===== src/rtl/csrs_pkg.sv =====
// Purpose: Constants and types for the startup/shutdown reset sequencer.
// Assumes: 100 MHz pclk, APB register access.
// Notes: What this block does is listed below.
package csrs_pkg;

  // ----------------------------------------------------------------
  // Geometry
  // ----------------------------------------------------------------
  localparam int CSRS_NSTEP = 32;          // Steps per sequence
  localparam int CSRS_NFAB = 16;           // Fabric resets
  localparam int CSRS_NPLL = 4;            // PLL lock inputs
  localparam int CSRS_NSTAGE = 3;          // Sequencer stages

  // ----------------------------------------------------------------
  // Register offsets (byte addresses)
  // ----------------------------------------------------------------
  localparam logic [7:0] CSRS_OFF_CTRL = 8'h00;    // Control
  localparam logic [7:0] CSRS_OFF_STAT = 8'h04;    // Status
  localparam logic [7:0] CSRS_OFF_PLLW = 8'h08;    // Per-step PLL wait enable
  localparam logic [7:0] CSRS_OFF_PLLSEL = 8'h0C;  // PLL lock select mask
  localparam logic [7:0] CSRS_OFF_STAG = 8'h10;    // Stagger gap in cycles

  // ----------------------------------------------------------------
  // Control fields
  // ----------------------------------------------------------------
  localparam int CSRS_CTRL_START = 0;     // Write 1: startup request (pulse)
  localparam int CSRS_CTRL_SHUT = 1;      // Write 1: shutdown request (pulse)
  localparam int CSRS_CTRL_CRCEN = 2;     // Full CRC checking enable
  localparam int CSRS_CTRL_STG_LSB = 4;   // Stage select, 2 bits

  // ----------------------------------------------------------------
  // Reset values and timing
  // ----------------------------------------------------------------
  localparam logic [31:0] CSRS_RST_PLLW = 32'h0000_0000;
  localparam logic [3:0] CSRS_RST_PLLSEL = 4'hF;
  localparam int CSRS_STAGGER_NS = 100;   // Default gap between steps
  localparam int CSRS_CLK_MHZ = 100;
  localparam int CSRS_STAGGER_CYC = (CSRS_STAGGER_NS * CSRS_CLK_MHZ + 999) / 1000;
  localparam logic [7:0] CSRS_RST_STAG = 8'(CSRS_STAGGER_CYC);

  // Sequencer states, Gray along idle->up->user->down
  typedef enum logic [1:0] {
    CSRS_IDLE = 2'b00,
    CSRS_UP = 2'b01,
    CSRS_USER = 2'b11,
    CSRS_DOWN = 2'b10
  } csrs_state_e;

endpackage : csrs_pkg


===== src/rtl/csrs_gap_timer.sv =====
// Purpose: Down-counter that paces successive reset steps.
// Assumes: Single pclk domain.
// Notes: done pulses high for one cycle when the load value expires.
`timescale 1ns/1ps
`default_nettype none
module csrs_gap_timer (
  input wire logic pclk,
  input wire logic presetn,
  input wire logic load,
  input wire logic [7:0] gap,
  output logic done
);
  typedef struct packed {
    logic [7:0] cnt;   // Cycles left
    logic run;         // Counting
    logic done;        // Expiry pulse
  } csrs_tmr_s;
  csrs_tmr_s q, d;

  // ------------------------------------------------------------
  // Next state
  // ------------------------------------------------------------
  always_comb begin
    d = q;
    d.done = 1'b0;
    if (load) begin
      // Zero gap still waits one cycle
      d.cnt = (gap == 8'h00) ? 8'h01 : gap;
      d.run = 1'b1;
    end else if (q.run) begin
      if (q.cnt == 8'h01) begin
        d.run = 1'b0;
        d.done = 1'b1;
      end
      d.cnt = q.cnt - 8'h01;
    end
  end

  // Registered copy
  always_ff @(posedge pclk or negedge presetn) begin
    if (!presetn) begin
      q <= '0;
    end else begin
      q <= d;
    end
  end

  assign done = q.done;
endmodule : csrs_gap_timer
`default_nettype wire


===== src/rtl/csrs_top.sv =====
// Purpose: Startup/shutdown reset sequencer of the configuration unit.
// Assumes: pclk always running while stepping; pins synchronised here.
// Notes: Reset bit = 1 means that reset is asserted.
//
// The address map and the APB register port were chosen for this implementation.
`timescale 1ns/1ps
`default_nettype none
module csrs_top
  import csrs_pkg::*;
(
  input wire logic pclk,
  input wire logic presetn,
  input wire logic psel,
  input wire logic penable,
  input wire logic pwrite,
  input wire logic [7:0] paddr,
  input wire logic [31:0] pwdata,
  output logic [31:0] prdata,
  output logic pready,
  output logic pslverr,
  input wire logic config_rst_n,                 // Configuration reset pin
  input wire logic programming_complete_flag,    // Bitstream load finished
  input wire logic crc_match,                    // Accumulated CRC equals expected
  input wire logic [CSRS_NPLL-1:0] pll_lock,     // PLL lock pins
  output logic [CSRS_NFAB-1:0] fabric_rst,       // Fabric resets, 1 = held
  output logic [CSRS_NFAB-1:0] hardip_rst,       // Hard IP resets, 1 = held
  output logic user_mode_indicator               // Device in user mode
);

  // ----------------------------------------------------------------
  // State
  // ----------------------------------------------------------------
  typedef struct packed {
    logic [1:0] rst_s;          // Config reset sync
    logic [1:0] done_s;         // Programming complete sync
    logic [1:0] crc_s;          // CRC match sync
    logic [CSRS_NPLL-1:0] pll_s1;
    logic [CSRS_NPLL-1:0] pll_s2;
    csrs_state_e st;            // Sequencer state
    logic [5:0] step;           // Steps released, 0..32
    logic wait_gap;             // Waiting on stagger timer
    logic kick;                 // Load stagger timer
    logic [31:0] rst;           // Reset vector, fabric low half
    logic user;                 // User-mode indicator
    logic crcen;                // Full CRC checking
    logic [1:0] stage;          // Active stage
    logic [31:0] pllw;          // Per-step PLL wait
    logic [3:0] pllsel;         // Which PLLs must lock
    logic [7:0] stag;           // Stagger gap
    logic [31:0] prdata;
    logic pready;
    logic pslverr;
  } csrs_s;
  csrs_s q, d;

  logic gap_done;        // Stagger timer expiry
  logic acc;             // APB access phase
  logic wr_ctrl;         // Control write this cycle
  logic plls_ok;         // Selected PLLs locked
  logic [4:0] idx;       // Step being worked on

  // Pacing between steps keeps fabric current steps small
  csrs_gap_timer u_gap (
    .pclk(pclk),
    .presetn(presetn),
    .load(q.kick),
    .gap(q.stag),
    .done(gap_done)
  );

  // ----------------------------------------------------------------
  // Next-state logic
  // ----------------------------------------------------------------
  always_comb begin
    d = q;
    d.kick = 1'b0;
    d.pready = 1'b0;
    d.pslverr = 1'b0;
    // Pins pass two flops before use
    d.rst_s = {q.rst_s[0], config_rst_n};
    d.done_s = {q.done_s[0], programming_complete_flag};
    d.crc_s = {q.crc_s[0], crc_match};
    d.pll_s1 = pll_lock;
    d.pll_s2 = q.pll_s1;
    acc = psel && penable && !q.pready;
    wr_ctrl = acc && pwrite && (paddr == CSRS_OFF_CTRL);
    plls_ok = &(q.pll_s2 | ~q.pllsel);
    idx = (q.st == CSRS_DOWN) ? 5'(q.step - 6'd1) : q.step[4:0];

    // APB: one wait state, answer in the second cycle after setup
    if (acc) begin
      d.pready = 1'b1;
      if (paddr == CSRS_OFF_CTRL) begin
        if (pwrite) begin
          d.crcen = pwdata[CSRS_CTRL_CRCEN];
          // Stage 3 encoding does not exist; keep old stage
          if (pwdata[CSRS_CTRL_STG_LSB +: 2] != 2'd3) begin
            d.stage = pwdata[CSRS_CTRL_STG_LSB +: 2];
          end
        end
        d.prdata = {26'h0, q.stage, 1'b0, q.crcen, 2'b00};
      end else if (paddr == CSRS_OFF_STAT) begin
        d.prdata = {17'h0, q.user, q.st, q.step, q.pll_s2, q.done_s[1], q.crc_s[1]};
        if (pwrite) d.pslverr = 1'b1;
      end else if (paddr == CSRS_OFF_PLLW) begin
        if (pwrite) d.pllw = pwdata;
        d.prdata = q.pllw;
      end else if (paddr == CSRS_OFF_PLLSEL) begin
        if (pwrite) d.pllsel = pwdata[3:0];
        d.prdata = {28'h0, q.pllsel};
      end else if (paddr == CSRS_OFF_STAG) begin
        if (pwrite) d.stag = pwdata[7:0];
        d.prdata = {24'h0, q.stag};
      end else begin
        // Unmapped address
        d.prdata = 32'h0000_0000;
        d.pslverr = 1'b1;
      end
    end

    // Sequencer
    case (q.st)
      CSRS_IDLE: begin
        // Remain idle during power-on and programming
        // Bus clocks may run long before any request; only a start write moves us
        d.user = 1'b0;
        if (wr_ctrl && pwdata[CSRS_CTRL_START] && q.done_s[1]
            && (!q.crcen || q.crc_s[1])) begin
          d.st = CSRS_UP;
          d.kick = 1'b1;
          d.wait_gap = 1'b1;
        end
      end
      CSRS_UP: begin
        if (q.wait_gap) begin
          if (gap_done) d.wait_gap = 1'b0;
        end else if (!q.pllw[idx] || plls_ok) begin
          if (q.step == 6'd32) begin
            // Final step holds until programming complete
            if (q.done_s[1]) begin
              d.st = CSRS_USER;
              d.user = 1'b1;
            end
          end else begin
            // One reset released per step, fixed order
            d.rst[idx] = 1'b0;
            d.step = q.step + 6'd1;
            d.kick = 1'b1;
            d.wait_gap = 1'b1;
          end
        end
      end
      CSRS_USER: begin
        // Stay until a shutdown request
        if (wr_ctrl && pwdata[CSRS_CTRL_SHUT] && (!q.crcen || q.crc_s[1])) begin
          d.st = CSRS_DOWN;
          d.user = 1'b0;
          d.kick = 1'b1;
          d.wait_gap = 1'b1;
        end
      end
      CSRS_DOWN: begin
        if (q.wait_gap) begin
          if (gap_done) d.wait_gap = 1'b0;
        end else if (!q.pllw[idx] || plls_ok) begin
          if (q.step == 6'd0) begin
            d.st = CSRS_IDLE;
          end else begin
            // Reverse order re-assertion
            d.rst[idx] = 1'b1;
            d.step = q.step - 6'd1;
            d.kick = 1'b1;
            d.wait_gap = 1'b1;
          end
        end
      end
      default: d.st = CSRS_IDLE;
    endcase

    // Configuration reset overrides the sequencer state, step count, resets and user flag
    if (!q.rst_s[1]) begin
      d.st = CSRS_IDLE;
      d.step = 6'd0;
      d.rst = 32'hFFFF_FFFF;
      d.user = 1'b0;
      d.wait_gap = 1'b0;
    end
  end

  // ----------------------------------------------------------------
  // Registers
  // ----------------------------------------------------------------
  always_ff @(posedge pclk or negedge presetn) begin
    if (!presetn) begin
      q <= '0;
      q.st <= CSRS_IDLE;
      q.rst <= 32'hFFFF_FFFF;
      q.pllw <= CSRS_RST_PLLW;
      q.pllsel <= CSRS_RST_PLLSEL;
      q.stag <= CSRS_RST_STAG;
    end else begin
      q <= d;
    end
  end

  // Outputs straight from flops
  assign fabric_rst = q.rst[15:0];
  assign hardip_rst = q.rst[31:16];
  assign user_mode_indicator = q.user;
  assign prdata = q.prdata;
  assign pready = q.pready;
  assign pslverr = q.pslverr;
endmodule : csrs_top
`default_nettype wire


===== config.mk =====
export PLATFORM = sky130hd
export DESIGN_NAME = csrs_top
export DESIGN_NICKNAME = d
export VERILOG_FILES = /design/src/rtl/csrs_pkg.sv /design/src/rtl/csrs_gap_timer.sv /design/src/rtl/csrs_top.sv
export SDC_FILE = /design/constraint.sdc
export NUM_CORES = 1
export LEC_CHECK = 0
export ABC_AREA = 1
export ABC_CLOCK_PERIOD_IN_PS = 3000
export BUFFER_PORTS_ARGS = -buffer_cell sky130_fd_sc_hd__clkbuf_2
export CORE_UTILIZATION = 60
export CTS_BUF_LIST = sky130_fd_sc_hd__clkbuf_4 sky130_fd_sc_hd__clkbuf_8
export DETAILED_ROUTE_END_ITERATION = 12
export GPL_ROUTABILITY_DRIVEN = 0
export PLACE_DENSITY = 0.83
export RECOVER_POWER = 50
export SYNTH_ARGS = -nofsm -noshare
export SYNTH_HDL_FRONTEND = slang
export SYNTH_SLANG_ARGS = --single-unit

===== constraint.sdc =====
create_clock -name pclk -period 3 [get_ports pclk]
set_input_delay 0.9 -clock pclk [delete_from_list [all_inputs] [get_ports pclk]]
set_output_delay 0.9 -clock pclk [all_outputs]
set_load 0.02 [all_outputs]

==> summary.log <==
qor: timing.fin_worst_skew 11.9 ps
qor: yosys.syn_nets 1238
qor: timing.fin_crit 2820 ps
qor: worst_setup_path.worstSetupEndpointType register
qor: power.ir_drop 560 µV
qor: power.powerDensity 987 mW/mm²
qor: yosys.ys_warn_count 0
qor: floorplan.start_util 62.0%
qor: drt.vias 8252
qor: floorplan.fp.dieArea 0.0150 mm²
qor: yosys.ys_types 40
qor: yosys.yosys-top-cells-area sky130_fd_sc_hd__dfrtp_1 32%, sky130_fd_sc_hd__dfstp_2 11%, sky130_fd_sc_hd__nand2_1 11%, sky130_fd_sc_hd__buf_4 6.0%, sky130_fd_sc_hd__o21ai_0 5.9%
qor: placement.portBuffers 118
qor: final_layout.antenna_cells 0
qor: timing.report.final.slew_viol_count 0
qor: drt.avgRoutedWirePerCell 15.5 µm
qor: drt.dr.first_iter.drc_count 1126
qor: worst_setup_path.crit_slowest_cell sky130_fd_sc_hd__dfrtp_1
qor: floorplan.io_pins 119
qor: timing.hold_ws 355 ps
qor: drt.remaining_drc_errors 0
qor: floorplan.floorplan.die.height 122 µm
qor: cts.cts.htree.levels 4
qor: yosys.syn_area_per_cell 7.37 µm²
qor: floorplan.coreArea 0.0140 mm²
qor: job.max_cap_viol_count 0
qor: global_route.number_of_antenna_violations_at_the_first_check_in_global_routing 0
qor: global_route.gr-usage-all-layers 29.7%
qor: yosys.mappedNetlistArea 0.00871 mm²
qor: global_route.grt_pass1_vias 7202
qor: timing.maximum_operating_frequency 354 MHz
qor: timing.max_slew_margin 3.48%
qor: yosys.synth_ff_type sky130_fd_sc_hd__dfrtp_1
qor: cts.clockRootBuffer sky130_fd_sc_hd__clkbuf_8
qor: worst_setup_path.crit_required 3380 ps
qor: cts.tritoncts_clock_tree built
qor: floorplan.placementRows 43
qor: worst_setup_path.critPathBufInv 5
qor: cts.max-clock-path-buffers 2
qor: outcome.outcome completed
qor: cts.cts.hold.buffers_added 0
qor: final_layout.layout.filler_cells 1145
qor: drt.drt-total-wl 22.2 mm
qor: cts.cts_made_buffers 17
qor: worst_setup_path.max_incr_delay_on_cp 400 ps
qor: drt.ant_nets 0
qor: drt.vias_per_cell 5.77
qor: timing.tightest_slew 1450 ps
qor: worst_setup_path.critical-path-top-delay-family simple AND/OR/NAND/NOR gates
qor: power.power.leakage 4.86 nW
qor: worst_setup_path.start_kind register
qor: global_route.first_pass_grt_wire_length 34.9 mm
qor: worst_setup_path.cp_cell_sequence inv_2, ha_2, xnor2_1, o21ai_2, buf_4, nand3_1, nand3_1, nand2_1, inv_1, nand2_1, nand2_4, nand2_2, nand2_1, nand2_1, nor2_4, buf_12, buf_12, nand2_1, o21ai_0
qor: final_layout.drive_gt1_share 20.4%
qor: placement.dp_hpwl 14.9 mm
qor: power.post-layout-total-power 9.50 mW
qor: yosys.synth_largest_area_cell sky130_fd_sc_hd__dfrtp_1
qor: yosys.ys_seq_elements 148
qor: global_route.grt_start_max_net_pins 67
qor: global_route.globalRoute.totalOverflow 0
qor: final_layout.finalNetCount 1294
qor: yosys.synthesis.instances 1182
qor: yosys.synth_enable_flop_cells 0
qor: drt.number_of_iterations_in_the_first_detailed_routing_pass 6
qor: worst_setup_path.crit_top_cell sky130_fd_sc_hd__nand2_1
qor: cts.cts_num_sinks 148
qor: worst_hold_path.min-delay-path-class reg2reg
qor: worst_setup_path.r2r_setup_slack 180 ps
qor: yosys.yosysSeqAreaShare 43.1%
qor: timing.period_share 94.1%
qor: timing.report.final.hold_viol_count 0
qor: final_layout.area.growth.synth_to_final 10.6%
qor: yosys.yosysMostFrequentCell sky130_fd_sc_hd__nand2_1
qor: timing.count_of_endpoints_failing_setup_in_the_final_report 0
qor: worst_setup_path.critPathArrivalTime 3200 ps
qor: cts.cts.reportedPaths.clkPinSlew 90 ps
qor: worst_setup_path.critical_path_peak_fanout 24
qor: yosys.postSynth.asyncResetShare 100%
qor: worst_setup_path.worstSetupPathType reg2reg
qor: floorplan.die_width 122 µm
qor: yosys.synth_top_area_share 31.6%
qor: yosys.synth.top_cells.by_count 256 x sky130_fd_sc_hd__nand2_1, 131 x sky130_fd_sc_hd__nor2_1, 123 x sky130_fd_sc_hd__inv_1
qor: cts.clock_latency_on_the_worst_skew_pair 460 ps
## cells by family (layout without fill, tap and decap cells)
logic type | count (synthesis) | after routing | share of synthesized area (%)
xor gates and xnor gates | 8 | 8 | 0.805
buffers and inverters | 252 | 321 | 14.0
AOI/OAI and AO/OA | 191 | 191 | 12.0
DFF | 148 | 148 | 43.1
muxes | 2 | 2 | 0.259
adders and majority gates | 4 | 4 | 0.575
and+or+nand+nor | 577 | 577 | 29.2
## final timing paths
| kind | start | end | depth (start not counted) |
|---|---|---|---|
| min reg2reg | d[135] | q[135] | 0 |
| min in group asynchronous | presetn | q[76] | 1 |
| max | q[116] | fabric_rst[3] | 19 |
| max reg2reg | q[116] | fabric_rst[3] | 19 |
| min | d[135] | q[135] | 0 |
| max in group asynchronous | presetn | q[123] | 2 |
## report_power, final
part	leakage (nW)	internal, mW	switching, mW
Clock	0.200	0.770	0.820
Sequential	1.76	2.54	0.353
Combinational	2.90	1.76	3.27
Total	4.86	5.06	4.44
## layout make-up
| class | instances | area (µm²) | area share [%] |
|---|---|---|---|
| multi-input combinational | 782 | 3790 | 39.4 |
| sequential | 148 | 3750 | 39.0 |
| clock buffer | 18 | 248 | 2.57 |
| inverter | 128 | 484 | 5.03 |
| tap | 180 | 225 | 2.34 |
| timing repair buffer | 161 | 973 | 10.1 |
| clock inverter | 14 | 151 | 1.57 |
## metrics by stage
stage	setup WS, ps	TNS, ps	util (%)	area, µm²	std cells
2_1_floorplan	349	0	-	8710	1182
3_3_place_gp	161	0	64.8	9090	1389
3_5_place_dp	65.5	0	64.8	9090	1389
4_1_cts	171	0	67.6	9490	1421
5_1_grt	-74.8	-720	68.6	9630	1431
6_report	176	0	68.6	9630	1431
## sequential cells by signal (all words and copies together) (netlist names)
register             cells
prdata                  32
q                       64
u_gap.q                  9
pready                   1
user_mode_indicator      1
hardip_rst              16
u_gap.done               1
d                        7
fabric_rst              16
pslverr                  1
## placed cells by master (no fill, tap or decap), types with 5 or more instances in the layout
| cell type | n |
|---|---|
| sky130_fd_sc_hd__clkbuf_1 | 10 |
| sky130_fd_sc_hd__nand4_1 | 70 |
| sky130_fd_sc_hd__nand3_1 | 75 |
| sky130_fd_sc_hd__o21ai_1 | 7 |
| sky130_fd_sc_hd__a221oi_1 | 5 |
| sky130_fd_sc_hd__inv_2 | 6 |
| sky130_fd_sc_hd__xor2_1 | 6 |
| sky130_fd_sc_hd__clkbuf_8 | 18 |
| sky130_fd_sc_hd__nor4_1 | 5 |
| sky130_fd_sc_hd__nor3_1 | 23 |
| sky130_fd_sc_hd__a21oi_1 | 51 |
| sky130_fd_sc_hd__dfrtp_1 | 109 |
| sky130_fd_sc_hd__o21ai_0 | 102 |
| sky130_fd_sc_hd__dfstp_2 | 38 |
| sky130_fd_sc_hd__clkbuf_2 | 111 |
| sky130_fd_sc_hd__nand2_1 | 255 |
| sky130_fd_sc_hd__nand2_4 | 6 |
| sky130_fd_sc_hd__buf_4 | 33 |
| sky130_fd_sc_hd__buf_12 | 5 |
| sky130_fd_sc_hd__nor2_2 | 5 |
| sky130_fd_sc_hd__inv_1 | 121 |
| sky130_fd_sc_hd__nor2_1 | 125 |
## worst reg2reg max path: cells and delay by family, from the launching register on
family | cells | cell delay, ps
AOI/OAI and AO/OA | 2 | 410
xor gates and xnor gates | 1 | 110
adders and majority gates | 1 | 240
buffers and inverters | 5 | 680
DFF | 1 | 400
and+or+nand+nor | 10 | 910
## per-layer routing
| metal | vias to the layer above | routed length, µm | global-route usage [%] |
|---|---|---|---|
| met5 | - | 0 | 0 |
| met4 | 0 | 418 | 9.91 |
| met3 | 44 | 1830 | 4.97 |
| met2 | 448 | 10300 | 45.9 |
| met1 | 3815 | 9640 | 42.6 |
| li1 | 3945 | - | - |
## repair_timing
action,CTS,global route
gates resized for setup,0,19
buffers inserted,0,9
endpoints found under the setup margin,0,37
Note: power is estimated with default switching activity, not from simulation.
